**config.mk**
```make
export PLATFORM = sky130hd
export DESIGN_NAME = tlnmi_top
export DESIGN_NICKNAME = d
export VERILOG_FILES = /design/src/tlnmi_pkg.sv /design/src/tlnmi_top.sv
export SDC_FILE = /design/constraint.sdc
export NUM_CORES = 1
export LEC_CHECK = 0
export BUFFER_PORTS_ARGS = -buffer_cell sky130_fd_sc_hd__buf_2
export CAP_MARGIN = 30
export CORE_ASPECT_RATIO = 0.9
export CORE_UTILIZATION = 49
export CTS_BUF_LIST = sky130_fd_sc_hd__clkbuf_8
export DETAILED_ROUTE_END_ITERATION = 8
export PLACE_DENSITY_LB_ADDON = 0.2
export SLEW_MARGIN = 15
export SYNTH_ARGS = -nofsm -noshare
export SYNTH_HDL_FRONTEND = slang
export SYNTH_SLANG_ARGS = --single-unit
```
**constraint.sdc**
```tcl
create_clock -name clk -period 15 [get_ports clk]
set_input_delay 0.75 -clock clk [delete_from_list [all_inputs] [get_ports clk]]
set_output_delay 0.75 -clock clk [all_outputs]
set_load 0.05 [all_outputs]
```
**src/tlnmi_pkg.sv**
```systemverilog
// Package for the top-level interrupt logic: states, reset values, cycle counts, carriers.
// Assumes a single 250 MHz clock and synchronous active-high reset.
package tlnmi_pkg;
	// ==========================================================
	// Reset values
	localparam logic RST_SOURCE_SELECT = 1'b1;
	localparam logic RST_EDGE_SELECT = 1'b0;
	localparam logic [2:0] RST_PRIORITY = 3'h7;
	localparam logic [2:0] PRIO_NEVER = 3'h7;
	// ==========================================================
	// Timing, in cpu clock cycles; then wake line and wake pin counts
	localparam int ARB_CYCLES = 5;
	localparam int ACK_EXTRA_CYCLES = 1;
	localparam int ENTRY_BASE_CYCLES = 18;
	localparam int ENTRY_STACK_CYCLES = 2;
	localparam int ENTRY_CSR_CYCLES = 2;
	localparam int ENTRY_WFI_CYCLES = 1;
	localparam int PER_RESP_MIN = 26;
	localparam int PER_RESP_MAX = 55;
	localparam int TOP_RESP_MIN = 22;
	localparam int TOP_RESP_MAX = 51;
	localparam logic [2:0] ARB_LAST = 3'(ARB_CYCLES - 1);
	localparam int WAKE_LINES = 16;
	localparam int WAKE_PINS = 4;
	// ==========================================================
	// Sequencer states
	typedef enum logic [2:0] {
		TLNMI_IDLE = 3'b000,
		TLNMI_WAIT = 3'b001,
		TLNMI_ACK = 3'b010,
		TLNMI_ENTRY = 3'b011,
		TLNMI_SERVICE = 3'b100
	} tlnmi_state_t;
	// Entry options from the cpu
	typedef struct packed {
		logic stack_in_regfile;
		logic code_segment_push_enable;
		logic wait_for_irq;
	} tlnmi_entry_cfg_t;
	// Winner of an arbitration
	typedef struct packed {
		logic valid;
		logic top;
		logic [2:0] chan;
	} tlnmi_grant_t;
endpackage : tlnmi_pkg

```
**src/tlnmi_top.sv**
```systemverilog
// Top-level (non-maskable) interrupt, peripheral channel gating, motor trip and wake unit.
// Assumes pins are asynchronous; cpu handshakes and software strobes are on clk.
`timescale 1ns/10ps
module tlnmi_top #(
	parameter int CHANNELS = 8
) (
	input wire logic clk,
	input wire logic reset,
	input wire logic nmi_pin,
	input wire logic [tlnmi_pkg::WAKE_PINS-1:1] wake_pins,
	input wire logic watchdog_eoc,
	input wire logic top_source_select_wr,
	input wire logic top_source_select_in,
	input wire logic top_edge_select_wr,
	input wire logic top_edge_select_in,
	input wire logic top_mask_wr,
	input wire logic top_mask_in,
	input wire logic top_pending_set,
	input wire logic top_lock_set,
	input wire logic global_irq_enable_in,
	input wire logic [CHANNELS-1:0] chan_event,
	input wire logic [CHANNELS-1:0] chan_pending_set,
	input wire logic [CHANNELS-1:0] chan_pending_clr,
	input wire logic [CHANNELS-1:0] chan_mask_wr,
	input wire logic [CHANNELS-1:0] chan_mask_in,
	input wire logic [3*CHANNELS-1:0] chan_prio_in,
	input wire logic [CHANNELS-1:0] chan_prio_wr,
	input wire logic [2:0] current_priority_level,
	input wire logic [tlnmi_pkg::WAKE_LINES-1:0] wake_pending_set,
	input wire logic [tlnmi_pkg::WAKE_LINES-1:0] wake_pending_clr,
	input wire logic [tlnmi_pkg::WAKE_LINES-1:0] wake_mask_wr,
	input wire logic [tlnmi_pkg::WAKE_LINES-1:0] wake_mask_in,
	input wire logic motor_flag_clr,
	input wire logic stop_mode,
	input wire logic write_done,
	input wire logic instr_end,
	input wire tlnmi_pkg::tlnmi_entry_cfg_t entry_cfg,
	input wire logic top_return,
	input wire logic per_return,
	output logic top_source_select,
	output logic top_edge_select,
	output logic top_pending_flag,
	output logic top_mask_enable,
	output logic top_unmaskable_lock,
	output logic [CHANNELS-1:0] pending_flag,
	output logic [CHANNELS-1:0] mask_flag,
	output logic [3*CHANNELS-1:0] priority_field,
	output logic [tlnmi_pkg::WAKE_LINES-1:0] wake_pending,
	output logic [tlnmi_pkg::WAKE_LINES-1:0] wake_mask,
	output logic wake_irq,
	output logic wake_request,
	output logic motor_nmi_flag,
	output logic motor_phases_hiz,
	output logic abort_instr,
	output logic entry_start,
	output logic isr_start,
	output logic isr_top,
	output logic [2:0] isr_chan,
	output logic in_top_service
);
	// ==========================================================
	// Input synchronisers
	logic [1:0] nmi_sync;
	logic [tlnmi_pkg::WAKE_PINS-1:1] wk_s1, wk_s2;
	logic nmi_prev, wdg_prev;
	logic next_nmi_prev, next_wdg_prev;
	// Two flip-flops for the asynchronous pins
	always_ff @(posedge clk) begin
		if (reset) begin
			nmi_sync <= 2'h0;
			wk_s1 <= '0;
			wk_s2 <= '0;
		end else begin
			nmi_sync <= {nmi_sync[0], nmi_pin};
			wk_s1 <= wake_pins;
			wk_s2 <= wk_s1;
		end
	end
	wire logic nmi_level = nmi_sync[1];
	// ==========================================================
	// Top trigger detection
	logic top_event;
	logic motor_event;
	always_comb begin
		next_nmi_prev = nmi_level;
		next_wdg_prev = watchdog_eoc;
		// Rising or falling on the synchronised pin
		motor_event = top_edge_select ? (nmi_level & ~nmi_prev) : (~nmi_level & nmi_prev);
		// Pin path, or watchdog rising end of count
		top_event = top_source_select ? motor_event : (watchdog_eoc & ~wdg_prev);
	end
	always_ff @(posedge clk) begin
		if (reset) begin
			nmi_prev <= 1'b0;
			wdg_prev <= 1'b0;
		end else begin
			nmi_prev <= next_nmi_prev;
			wdg_prev <= next_wdg_prev;
		end
	end
	// ==========================================================
	// Arbitration divider and sequencer state
	tlnmi_pkg::tlnmi_state_t state, next_state;
	logic [2:0] arb_cnt, next_arb_cnt;
	logic [4:0] entry_cnt, next_entry_cnt;
	tlnmi_pkg::tlnmi_grant_t grant, next_grant, win;
	logic sample;
	logic top_ack, per_ack;
	logic top_req, per_any;
	logic [2:0] best_prio;
	logic [2:0] best_chan;
	logic [4:0] entry_len;
	// Priority search over channels, lowest value wins, seven excluded
	always_comb begin
		best_prio = tlnmi_pkg::PRIO_NEVER;
		best_chan = 3'h0;
		per_any = 1'b0;
		for (int i = CHANNELS - 1; i >= 0; i--) begin
			if (pending_flag[i] & mask_flag[i] & global_irq_enable_in
				& (priority_field[3*i +: 3] != tlnmi_pkg::PRIO_NEVER)
				& (priority_field[3*i +: 3] <= best_prio)
				& (priority_field[3*i +: 3] < current_priority_level)) begin
				best_prio = priority_field[3*i +: 3];
				best_chan = 3'(i);
				per_any = 1'b1;
			end
		end
		// Lock bypasses global enable; else mask plus enable plus pending
		top_req = top_pending_flag & (top_unmaskable_lock
			| (top_mask_enable & global_irq_enable_in));
	end
	// Sequencer: sample, wait for abortable point, ack, entry cycles, service
	always_comb begin
		next_state = state;
		next_grant = grant;
		next_entry_cnt = entry_cnt;
		next_arb_cnt = (arb_cnt == tlnmi_pkg::ARB_LAST) ? 3'h0 : arb_cnt + 3'h1;
		sample = (arb_cnt == tlnmi_pkg::ARB_LAST);
		top_ack = 1'b0;
		per_ack = 1'b0;
		win = '0;
		// Top beats every channel
		if (top_req & ~stop_mode) begin
			win = '{valid: 1'b1, top: 1'b1, chan: 3'h0};
		end else if (per_any & ~stop_mode) begin
			win = '{valid: 1'b1, top: 1'b0, chan: best_chan};
		end
		entry_len = 5'(tlnmi_pkg::ENTRY_BASE_CYCLES)
			+ (entry_cfg.stack_in_regfile ? 5'(tlnmi_pkg::ENTRY_STACK_CYCLES) : 5'h0)
			+ (entry_cfg.code_segment_push_enable ? 5'(tlnmi_pkg::ENTRY_CSR_CYCLES) : 5'h0)
			+ (entry_cfg.wait_for_irq ? 5'(tlnmi_pkg::ENTRY_WFI_CYCLES) : 5'h0);
		case (state)
			tlnmi_pkg::TLNMI_IDLE: begin
				if (sample & win.valid) begin
					next_grant = win;
					next_state = tlnmi_pkg::TLNMI_WAIT;
				end
			end
			tlnmi_pkg::TLNMI_WAIT: begin
				// Abort at once if nothing written, else at instruction end
				if (~write_done | instr_end) begin
					next_state = tlnmi_pkg::TLNMI_ACK;
				end
			end
			tlnmi_pkg::TLNMI_ACK: begin
				// One extra clock for acknowledge; clears the winning pending flag
				top_ack = grant.top;
				per_ack = ~grant.top;
				next_entry_cnt = entry_len - 5'h1;
				next_state = tlnmi_pkg::TLNMI_ENTRY;
			end
			tlnmi_pkg::TLNMI_ENTRY: begin
				next_entry_cnt = entry_cnt - 5'h1;
				if (entry_cnt == 5'h1) begin
					next_state = tlnmi_pkg::TLNMI_SERVICE;
				end
			end
			tlnmi_pkg::TLNMI_SERVICE: begin
				// Top service blocks everything until its return
				if (grant.top ? top_return : per_return) begin
					next_state = tlnmi_pkg::TLNMI_IDLE;
				end
			end
			default: next_state = tlnmi_pkg::TLNMI_IDLE;
		endcase
	end
	always_ff @(posedge clk) begin
		if (reset) begin
			state <= tlnmi_pkg::TLNMI_IDLE;
			arb_cnt <= 3'h0;
			entry_cnt <= 5'h0;
			grant <= '0;
		end else begin
			state <= next_state;
			arb_cnt <= next_arb_cnt;
			entry_cnt <= next_entry_cnt;
			grant <= next_grant;
		end
	end
	// ==========================================================
	// Top control bits; no global enable or priority outputs are driven here
	logic next_src, next_edge, next_tmask, next_tpend, next_lock;
	always_comb begin
		next_src = top_source_select_wr ? top_source_select_in : top_source_select;
		next_edge = top_edge_select_wr ? top_edge_select_in : top_edge_select;
		next_tmask = top_mask_wr ? top_mask_in : top_mask_enable;
		// Set wins over acknowledge clear
		next_tpend = (top_pending_flag & ~top_ack) | top_event | top_pending_set;
		next_lock = top_unmaskable_lock | top_lock_set;
	end
	always_ff @(posedge clk) begin
		if (reset) begin
			top_source_select <= tlnmi_pkg::RST_SOURCE_SELECT;
			top_edge_select <= tlnmi_pkg::RST_EDGE_SELECT;
			top_mask_enable <= 1'b0;
			top_pending_flag <= 1'b0;
			top_unmaskable_lock <= 1'b0;
		end else begin
			top_source_select <= next_src;
			top_edge_select <= next_edge;
			top_mask_enable <= next_tmask;
			top_pending_flag <= next_tpend;
			top_unmaskable_lock <= next_lock;
		end
	end
	// ==========================================================
	// Peripheral channel bits, one slice per channel
	logic [CHANNELS-1:0] next_pend, next_mask;
	logic [3*CHANNELS-1:0] next_prio;
	genvar g;
	generate
		for (g = 0; g < CHANNELS; g++) begin : g_chan
			wire logic ack_me = per_ack & (grant.chan == 3'(g));
			// Hardware and software set beat software or ack clear
			assign next_pend[g] = (pending_flag[g] & ~chan_pending_clr[g] & ~ack_me)
				| chan_event[g] | chan_pending_set[g];
			assign next_mask[g] = chan_mask_wr[g] ? chan_mask_in[g] : mask_flag[g];
			assign next_prio[3*g +: 3] = chan_prio_wr[g] ? chan_prio_in[3*g +: 3] : priority_field[3*g +: 3];
		end
	endgenerate
	always_ff @(posedge clk) begin
		if (reset) begin
			pending_flag <= '0;
			mask_flag <= '0;
			priority_field <= {CHANNELS{tlnmi_pkg::RST_PRIORITY}};
		end else begin
			pending_flag <= next_pend;
			mask_flag <= next_mask;
			priority_field <= next_prio;
		end
	end
	// ==========================================================
	// Motor trip and wake unit
	logic next_mflag, next_hiz;
	logic [tlnmi_pkg::WAKE_LINES-1:0] next_wpend, next_wmask, wake_hw;
	always_comb begin
		wake_hw = '0;
		wake_hw[0] = motor_event;
		wake_hw[tlnmi_pkg::WAKE_PINS-1:1] = wk_s2;
		// Trip holds until software clears after line inactive
		next_mflag = motor_event | (motor_nmi_flag & ~motor_flag_clr);
		next_hiz = next_mflag;
		// All sixteen lines software accessible; pins set the low four
		next_wpend = (wake_pending & ~wake_pending_clr) | wake_hw | wake_pending_set;
		next_wmask = (wake_mask & ~wake_mask_wr) | (wake_mask_in & wake_mask_wr);
	end
	always_ff @(posedge clk) begin
		if (reset) begin
			motor_nmi_flag <= 1'b0;
			motor_phases_hiz <= 1'b0;
			wake_pending <= '0;
			wake_mask <= '0;
			wake_irq <= 1'b0;
			wake_request <= 1'b0;
		end else begin
			motor_nmi_flag <= next_mflag;
			motor_phases_hiz <= next_hiz;
			wake_pending <= next_wpend;
			wake_mask <= next_wmask;
			wake_irq <= |(next_wpend & next_wmask);
			wake_request <= stop_mode & (|(wake_hw & next_wmask));
		end
	end
	// ==========================================================
	// Registered cpu-side strobes
	always_ff @(posedge clk) begin
		if (reset) begin
			abort_instr <= 1'b0;
			entry_start <= 1'b0;
			isr_start <= 1'b0;
			isr_top <= 1'b0;
			isr_chan <= 3'h0;
			in_top_service <= 1'b0;
		end else begin
			abort_instr <= (state == tlnmi_pkg::TLNMI_WAIT) & ~write_done;
			entry_start <= (state == tlnmi_pkg::TLNMI_ACK);
			isr_start <= (state == tlnmi_pkg::TLNMI_ENTRY) & (entry_cnt == 5'h1);
			isr_top <= next_grant.top;
			isr_chan <= next_grant.chan;
			in_top_service <= (next_state != tlnmi_pkg::TLNMI_IDLE) & next_grant.top;
		end
	end
endmodule : tlnmi_top

```
Yosys cells after proc, flatten, opt, wreduce, memory -nomap -nowiden. Cells that the tools add are included.

Bits in writable memories: 0. Bits in latches: 0. Register bits after elaboration: 109. ROM bits: 0. Bits of input ports: 164. Memories kept: 0.

Shifts and indexed selects: 0. $mul: 0. Multiplexer cells: 41. Magnitude comparators: 16. Bitwise operators: 134. Add/sub/neg operators: 6. Div/mod/pow operators: 0. Reduce and logical (&&, ||, !) cells: 8. Equality and inequality tests: 21.

Operators with widths (number): $and 1x1->1 (78); $and 16x16->16 (4); $mux 3 (19); $not 16->16 (2); $or 16x16->16 (2); $reduce_or 16->1 (2); $lt 3x3->1 (8); $ne 3x3->1 const B (8); $not 1->1 (24); $or 1x1->1 (22); $le 3x3->1 (7); $eq 3x3->1 const B (6); $and 4x16->16 (1); $or 16x4->16 (1); $pmux 3 s5 (1); $mux 1 (14); $eq 3x2->1 const B (4); $mux 5 (2); $pmux 5 s2 (1); $sub 5x1->5 const B (2); $mux 4 (2); $eq 3x1->1 const B (2); $logic_not 3->1 (2); $add 5x1->5 (1); 10 further kinds (11).

Logic depth before layout (Yosys ltp). Gate-level depths: netlist (run 1).

Word-level depth: 42. Gate-level depth with buffers: 61.

Worst setup path after synthesis (run 1). No wires, ideal clock.

Kind: input -> register. From: input current_priority_level[1]. To: register isr_chan[0]. Data arrival time: 10.965 ns. Library setup time: 0.117 ns. Stages on the path: 51. Path buffers: 1. Path slack: 3.917 ns. Cells stage by stage: inv_1 ha_1 and2_2 o21ai_0 nand2_1 or2_2 ha_1 a31oi_4 a21oi_2 and2_1 buf_6 nor2_1 a21oi_1 ha_1 nor2_1 nand2_1 a2bb2o_2 o31a_1 [... 15 more ...] and3_2 a211oi_4 mux2i_1 ha_1 a21o_1 a21oi_1 a31oi_1 a2111oi_1 mux2_2 ha_1 a21o_1 a21oi_1 a31oi_1 nor3_1 nor2_1 nand4_2 o21ai_2 a32o_1.

Word-level cells in the longest chain between the ends: 36. Elaborated cells between the ends (all ways): 60.

RTL lines: start, declared (line tlnmi_top.sv:28) `input wire logic [2:0] current_priority_level,`; $lt 3x3->1 (line tlnmi_top.sv:122) `& (priority_field[3*i +: 3] < current_priority_level)) begin`; $and 1x1->1 (line tlnmi_top.sv:122); $mux 3 (line tlnmi_top.sv:119) `if (pending_flag[i] & mask_flag[i] & global_irq_enable_in`; $le 3x3->1 (line tlnmi_top.sv:121) `& (priority_field[3*i +: 3] <= best_prio)`; $and 1x1->1 (line tlnmi_top.sv:121); $and 1x1->1 (line tlnmi_top.sv:122); $mux 3 (line tlnmi_top.sv:119); $le 3x3->1 (line tlnmi_top.sv:121); [... 20 more ...]; $and 1x1->1 (line tlnmi_top.sv:121); $and 1x1->1 (line tlnmi_top.sv:122); $mux 1 (line tlnmi_top.sv:119); $and 1x1->1 (line tlnmi_top.sv:145) `end else if (per_any & ~stop_mode) begin`; $mux 5 * (line tlnmi_top.sv:145); $mux 5 * (line tlnmi_top.sv:143) `if (top_req & ~stop_mode) begin`; $mux 4 or $and 1x1->1 (tied branches) (line tlnmi_top.sv:154) `if (sample & win.valid) begin`; $mux 4 or $reduce_and 2->1 (tied branches); end signal, assigned (line tlnmi_top.sv:299) `isr_chan <= next_grant.chan;`; end, declared (line tlnmi_top.sv:58) `output logic [2:0] isr_chan,`.

Mark *: on every way between the ends. The rest lies on a longest branch, timed or not. The select of a mux whose other input is x is not followed. A chain may end at the register's enable or synchronous reset.

Worst setup path in the final report (run 1).
From: input current_priority_level[1]. To: register isr_chan[1].

Same word-level chain as after synthesis.

==> results of run 1 <==
==> layout by cell type, fill, tap and decap left out, types with 3 or more instances in the layout <==
master,netlist,layout
and2_1,4,4
inv_1,50,52
a21o_1,6,6
o21ai_2,3,3
a31oi_1,5,5
a211oi_1,6,6
nor2b_1,16,16
o21a_1,4,4
buf_2,1,252
o211ai_1,13,13
and2b_2,3,3
mux2i_1,42,42
o21ai_1,3,3
nand4b_1,3,3
nand3b_1,4,4
nand2b_1,9,9
o21ai_0,20,20
nor4_1,4,4
a311oi_1,3,3
nor2_1,84,84
buf_4,2,3
clkbuf_8,1,9
o22ai_1,7,7
nor3b_1,8,8
a21oi_1,43,43
nand2_1,44,44
nor3_1,15,15
mux2_2,4,4
ha_1,33,33
and4b_1,3,3
nand3_1,6,6
dfxtp_1,109,109
==> metrics by stage <==
stage                     cells  hold WS (ns)  util (%)  instance area (um2)  power (mW)
after floorplan             629         0.414         -                 5580       0.422
final                      1034         0.455      65.4                 7150       0.657
after CTS                  1033         0.457      65.3                 7150       0.662
after global routing       1034         0.469      65.4                 7150       0.685
after global placement     1017         0.417      63.4                 6940       0.471
after detailed placement   1017         0.427      63.4                 6940       0.476
==> worst paths after layout <==
check                           slack [ns]  cells past startpoint           to                       from
worst min register to register        0.45                      1     wk_s2[3]                   wk_s1[3]
worst max register to register        3.77                     51  isr_chan[1]         priority_field[23]
worst min-delay path                  0.45                      1     wk_s2[3]                   wk_s1[3]
worst max-delay path                  3.43                     53  isr_chan[1]  current_priority_level[1]
==> final cells by class <==
| class | count | area, um2 | area share [%] |
|---|---|---|---|
| diodes | 1 | 2.50 | 0.0350 |
| clock buffers | 9 | 124 | 1.73 |
| clock inverters | 7 | 85.1 | 1.19 |
| inverters | 51 | 191 | 2.68 |
| multi-input cells | 450 | 3090 | 43.3 |
| flip-flops and latches | 109 | 2180 | 30.5 |
| well taps | 152 | 190 | 2.66 |
| repair buffers | 255 | 1280 | 17.9 |
==> routing by layer <==
metal | wire [um] | vias up | GRT usage [%]
li1 | - | 2709 | -
met1 | 6970 | 2558 | 32.4
met2 | 7630 | 179 | 46.8
met3 | 811 | 17 | 5.19
met4 | 225 | 0 | 8.99
met5 | 0 | - | 0
==> registers in the layout, indices dropped and copies added, names as in the netlist, 2 cells and up <==
signal,count
wk_s1,3
priority_field,24
nmi_sync,2
isr_chan,3
wake_pending,16
mask_flag,8
arb_cnt,3
state,3
entry_cnt,5
wk_s2,3
pending_flag,8
wake_mask,16
==> kinds of logic after synthesis <==
group	count (synthesis)
adders and majority gates	35
DFF	109
muxes	46
buffers and inverters	70
and+or+nand+nor	225
AOI/OAI and AO/OA	144
==> critical path: cells and delay by family <==
family	cells	cell delay, ns
buf+inv	3	0.61
fa+ha+maj	8	2.33
mux	3	1.01
compound gates	23	4.37
simple gates	16	2.79
==> power groups by stage <==
stage	Clock [mW]	Sequential, mW	Combinational, mW
after floorplan	0	0.369	0.0530
after global placement	0	0.325	0.147
after detailed placement	0	0.325	0.150
after CTS	0.192	0.319	0.151
after global routing	0.201	0.321	0.162
final	0.187	0.319	0.150
==> insert_results.sql, run 1 <==
INSERT INTO impl_metrics (metric_group, metric, value, unit) VALUES
('yosys', 'post_synth_mux_area_share', '8.34', '%'),
('critical_path', 'stage_delay_of_the_slowest_cell_on_the_critical_path', '0.39', 'ns'),
('critical_path', 'timing.critical_path.mode_cell', 'ha_1', ''),
('sta', 'fmax', '86.4', 'MHz'),
('sta', 'setup_viol', '0', ''),
('layout', 'design.final.nets', '1074', ''),
('detailed_routing', 'remaining_drc_errors', '0', ''),
('detailed_routing', 'routed_via_density', '5.28', ''),
('yosys', 'synth.top_cell.area_share', '39.1', '%'),
('clocking', 'number_of_hold_buffers_added_after_cts', '0', ''),
('yosys', 'yosys.area_share.adder', '7.96', '%'),
('critical_path', 'worstSetupPathType', 'in2reg', ''),
('power_and_ir_drop', 'share_clk_of_total_power', '28.5', '%'),
('hold_path', 'holdCritPathClass', 'reg2reg', ''),
('die', 'rows', '36', ''),
('layout', 'layout-drive-gt1-share', '34.6', '%'),
('critical_path', 'start_kind', 'primary input', ''),
('global_routing', 'first_global_vias', '5113', ''),
('clocking', 'cts_setup_buffers', '0', ''),
('sta', 'timing_max_transition_violations_final', '0', ''),
('yosys', 'synth_compound_area_share', '18.6', '%'),
('run_status', 'status', 'completed', ''),
('yosys', 'yosysMostFrequentCell', 'dfxtp_1', ''),
('sta', 'post-route-period-util', '77.2', '%'),
('power_and_ir_drop', 'max_rail_drop_vdd', '0.0566', 'mV'),
('yosys', 'synthXorXnorAreaFrac', '0', '%'),
('placed_design', 'detailedPlacementHpwl', '12.5', 'mm'),
('yosys', 'synth_fp_nets', '827', ''),
('detailed_routing', 'drt_pass1_iterations', '4', ''),
('placed_design', 'dp_slack', '3.14', 'ns'),
('die', 'die-area', '0.0118', 'mm2'),
('yosys', 'synth_top_cell_by_area', 'dfxtp_1', ''),
('power_and_ir_drop', 'share_seq_of_total_power', '48.6', '%'),
('yosys', 'synthTopCellsByArea', 'dfxtp_1 39%, mux2i_1 7.5%, ha_1 7.4%', ''),
('critical_path', 'timing.critical_path.fanout_max', '8', ''),
('global_routing', 'grt_first_pass_wirelength', '24.1', 'mm'),
('power_and_ir_drop', 'power_switching_share', '33.2', '%'),
('global_routing', 'grt_antenna_before_repair', '1', ''),
('sta', 'final_hold_viol_count', '0', ''),
('detailed_routing', 'drt-initial-drc-count', '198', ''),
('detailed_routing', 'num_vias', '5463', ''),
('power_and_ir_drop', 'pwr-share-comb', '22.9', '%'),
('layout', 'synthToLayoutAreaGrowth', '28.2', '%'),
('job', 'drv_cap', '0', ''),
('die', 'floorplan.initialDensity', '51.0', '%'),
('yosys', 'syn_inst', '629', ''),
('clocking', 'master_cell_of_the_clock_root_buffer', 'clkbuf_8', ''),
('die', 'die-height', '103', 'um'),
('sta', 'worstMarginPinSlew', '0.852', 'ns'),
('yosys', 'synth_flop_type', 'dfxtp_1', ''),
('layout', 'n_fill_cell', '929', ''),
('critical_path', 'worstSetupEndpointType', 'flip-flop', ''),
('detailed_routing', 'ant_nets', '0', ''),
('yosys', 'yosys_warnings', '0', ''),
('die', 'die_w', '114', 'um'),
('power_and_ir_drop', 'switching_power', '0.218', 'mW'),
('critical_path', 'critical_path_required', '15.28', 'ns'),
('sta', 'setup_ws', '3.43', 'ns'),
('detailed_routing', 'routed_wire_length', '15.6', 'mm'),
('yosys', 'synth_edf_count', '0', ''),
('critical_path', 'timing.critical_path.arrival', '11.86', 'ns'),
('placed_design', 'buffer_ports.inserted', '252', ''),
('die', 'ioPinCount', '253', ''),
('clocking', 'clock_tree.buffer_depth', '2', ''),
('yosys', 'post_synth.cell_area_avg', '8.87', 'um2'),
('sta', 'setup-tns-final', '0', 'ns'),
('yosys', 'synth.cells.most_frequent', '109 x dfxtp_1, 84 x nor2_1, 50 x inv_1', ''),
('sta', 'max-slew-margin-rel', '43.2', '%'),
('clocking', 'clock_sinks', '109', ''),
('global_routing', 'grt_overflow_total', '0', ''),
('yosys', 'flop_and_latch_count_out_of_synthesis', '109', '');
No activity file was read; power rests on OpenSTA's default activity.
==> run 2, diff against run 1 <==
Settings changed: CORE_UTILIZATION 49 to 44.
Clock period 15 ns to 9.7 ns, I/O delays scaled along.
==> run 2 against run 1 <==
Cell count is 3.2% higher. Sequential power grew 55%. Via count rose by 1.4%. First-iteration DRC count rose by 45%. Sequential cell count stayed put. Worst setup slack lost 3.3 ns. Critical path type is now reg2reg. Critical endpoint is now isr_top. Highest routed layer unchanged.
==> insert_results.sql, run 2 (synthesis results as in run 1) <==
INSERT INTO impl_metrics (metric_group, metric, value, unit) VALUES
('layout', 'seqCellArea', '0.00219', 'mm2'),
('detailed_routing', 'ant_nets', '0', ''),
('die', 'rows', '38', ''),
('critical_path', 'cell_at_the_slowest_stage_of_the_critical_path', 'a2111oi_4', ''),
('critical_path', 'worstSetupStartpoint', 'priority_field[23]', ''),
('sta', 'setup_viol', '0', ''),
('sta', 'max-slew-margin-rel', '38.3', '%'),
('layout', 'synthToLayoutAreaGrowth', '37.4', '%'),
('die', 'die-area', '0.0131', 'mm2'),
('detailed_routing', 'num_vias', '5538', ''),
('power_and_ir_drop', 'share_seq_of_total_power', '48.3', '%'),
('hold_path', 'hold_start', 'write_done', ''),
('clocking', 'number_of_hold_buffers_added_after_cts', '0', ''),
('power_and_ir_drop', 'max_rail_drop_vdd', '0.146', 'mV'),
('job', 'drv_cap', '0', ''),
('hold_path', 'holdCritPathClass', 'in2reg', ''),
('global_routing', 'first_global_vias', '5201', ''),
('power_and_ir_drop', 'share_clk_of_total_power', '27.3', '%'),
('critical_path', 'timing.critical_path.arrival', '9.89', 'ns'),
('clocking', 'clk_latency', '0.41', 'ns'),
('placed_design', 'gp_routability_congestion', '0.930', ''),
('power_and_ir_drop', 'switching_power', '0.357', 'mW'),
('critical_path', 'worstSetupPathType', 'reg2reg', ''),
('power_and_ir_drop', 'total_leakage_power', '3.69', 'nW'),
('critical_path', 'critical_path_required', '10.04', 'ns'),
('placed_design', 'detailedPlacementHpwl', '12.5', 'mm'),
('sta', 'worstMarginPinSlew', '0.920', 'ns'),
('layout', 'design.final.nets', '1100', ''),
('detailed_routing', 'drt_pass1_iterations', '4', ''),
('global_routing', 'pin_count_of_the_biggest_net_entering_global_routing', '85', ''),
('layout', 'layout_commonest_cell', 'buf_2', ''),
('layout', 'biggestRegsByFlops', 'priority_field: 24 flops, wake_mask: 16 flops, wake_pending: 16 flops', ''),
('detailed_routing', 'wl_met1', '7.13', 'mm'),
('detailed_routing', 'highest-signal-layer', 'met4', ''),
('hold_path', 'hold_end', 'abort_instr', ''),
('power_and_ir_drop', 'p_int', '0.666', 'mW'),
('layout', 'layout-drive-gt1-share', '41.3', '%'),
('placed_design', 'post_detailed_placement_cell_area', '0.00724', 'mm2'),
('layout', 'n_fill_cell', '1044', ''),
('power_and_ir_drop', 'power_density', '133', 'mW/mm2'),
('sta', 'post-route-period-util', '98.5', '%'),
('clocking', 'htreeDepth', '3', ''),
('power_and_ir_drop', 'power_switching_share', '34.9', '%'),
('layout', 'finalInstanceArea', '0.00767', 'mm2'),
('layout', 'largest-register', 'priority_field', ''),
('critical_path', 'timing.critical_path.fanout_max', '4', ''),
('clocking', 'tritoncts', 'built', ''),
('layout', 'antenna_diode_instance_count', '0', ''),
('sta', 'skew', '0.0154', 'ns'),
('run_status', 'status', 'completed', ''),
('detailed_routing', 'routed_wire_length', '16.1', 'mm'),
('clocking', 'cts-buffers-inserted', '9', ''),
('detailed_routing', 'remaining_drc_errors', '0', ''),
('detailed_routing', 'routed_via_density', '5.19', ''),
('critical_path', 'reg2reg_from', 'priority_field[23]', ''),
('sta', 'rsz0062_at_grt', 'true', ''),
('layout', 'leading_cell_types_in_the_layout_fill_and_taps_excluded', '252 x buf_2, 107 x dfxtp_1, 77 x nor2_1, 47 x inv_1', ''),
('critical_path', 'rr_endpoint', 'isr_top', ''),
('sta', 'final_period_minus_worst_setup_slack', '9.55', 'ns'),
('detailed_routing', 'wl_met2', '7.71', 'mm'),
('die', 'die_w', '121', 'um'),
('detailed_routing', 'wl_met3', '914', 'um'),
('global_routing', 'groute.usage.overall', '24.2', '%'),
('die', 'coreArea', '0.0122', 'mm2'),
('power_and_ir_drop', 'p_total', '1.02', 'mW'),
('sta', 'final_hold_viol_count', '0', ''),
('sta', 'fmax', '105', 'MHz'),
('critical_path', 'reg2reg_setup_slack', '0.15', 'ns'),
('global_routing', 'grt_antenna_before_repair', '0', ''),
('critical_path', 'start_kind', 'flip-flop', ''),
('detailed_routing', 'drt-initial-drc-count', '287', ''),
('clocking', 'clock_tree.buffer_depth', '2', ''),
('layout', 'largest_register_ff_count', '24', ''),
('die', 'ioPinCount', '253', ''),
('critical_path', 'worst-r2r-cell-count', '52', ''),
('placed_design', 'buffer_ports.inserted', '252', ''),
('hold_path', 'min_path_cells', '2', ''),
('sta', 'timing_max_transition_violations_final', '0', ''),
('critical_path', 'worstSetupEndpointType', 'flip-flop', ''),
('die', 'floorplan.initialDensity', '45.7', '%'),
('die', 'die-height', '109', 'um'),
('clocking', 'clock_sinks', '109', ''),
('clocking', 'clkSlewWorstSetupHoldPaths', '0.11', 'ns'),
('global_routing', 'grt_first_pass_wirelength', '24.5', 'mm'),
('clocking', 'master_cell_of_the_clock_root_buffer', 'clkbuf_8', ''),
('critical_path', 'stage_delay_of_the_slowest_cell_on_the_critical_path', '0.47', 'ns'),
('power_and_ir_drop', 'pwr-share-comb', '24.4', '%'),
('detailed_routing', 'avgRoutedWirePerCell', '15.1', 'um'),
('global_routing', 'grt_overflow_total', '0', ''),
('layout', 'multi_input_combinational_cell_area', '0.00340', 'mm2');
-- run 2: stage by stage --
step | hold WS, ns | util (%) | setup slack [ns] | setup TNS (ns) | instances
2_1_floorplan | 0.414 | - | -0.249 | -0.758 | 629
3_3_place_gp | 0.420 | 59.2 | 0.0371 | 0 | 1038
3_5_place_dp | 0.429 | 59.2 | -0.401 | -1.65 | 1038
4_1_cts | 0.238 | 61.0 | 0.0115 | 0 | 1055
5_1_grt | 0.248 | 62.8 | -0.355 | -1.57 | 1067
6_report | 0.259 | 62.8 | 0.147 | 0 | 1067
-- run 2: power groups by stage --
| stage | registers, mW | logic [mW] | clock network (mW) |
|---|---|---|---|
| finish | 0.494 | 0.250 | 0.279 |
| global route | 0.497 | 0.270 | 0.306 |
| CTS | 0.494 | 0.243 | 0.288 |
| detailed placement | 0.504 | 0.241 | 0 |
| global placement | 0.503 | 0.235 | 0 |
| floorplan | 0.572 | 0.0892 | 0 |
-- run 2: worst max-delay path: cells and delay by family, from the launching register on --
family | cells | cell delay, ns
buffers and inverters | 2 | 0.23
DFF | 1 | 0.39
adders and majority gates | 8 | 1.94
and+or+nand+nor | 16 | 2.06
AOI/OAI and AO/OA | 23 | 3.92
muxes | 3 | 0.96
-- run 2: worst max-delay path by stage --
stage	cells after the start	to
2_1_floorplan	51	isr_chan[1]
3_3_place_gp	52	isr_chan[1]
3_5_place_dp	55	isr_chan[1]
4_1_cts	53	isr_chan[1]
5_1_grt	52	isr_top
6_report	52	isr_top
-- run 2: routing by layer --
metal  track usage, %  vias to the layer above
met4             8.29                        0
li1                 -                     2754
met2             40.8                      168
met1             30.3                     2587
met3             5.75                       29
met5                0                        -
-- run 2: what timing repair did --
action                                  in CTS  in global routing
gates resized for setup                      2                 27
pin swaps                                    1                 27
buffers inserted                             1                 12
endpoints found under the setup margin       4                  5
-- run 2: area by class of cell --
cell class	count	area share, %
repair buffers	281	19.3
clock inverters	7	1.01
multi-input cells	450	44.3
well taps	160	2.61
clock buffers	9	1.62
flip-flops and latches	109	28.6
inverters	51	2.59
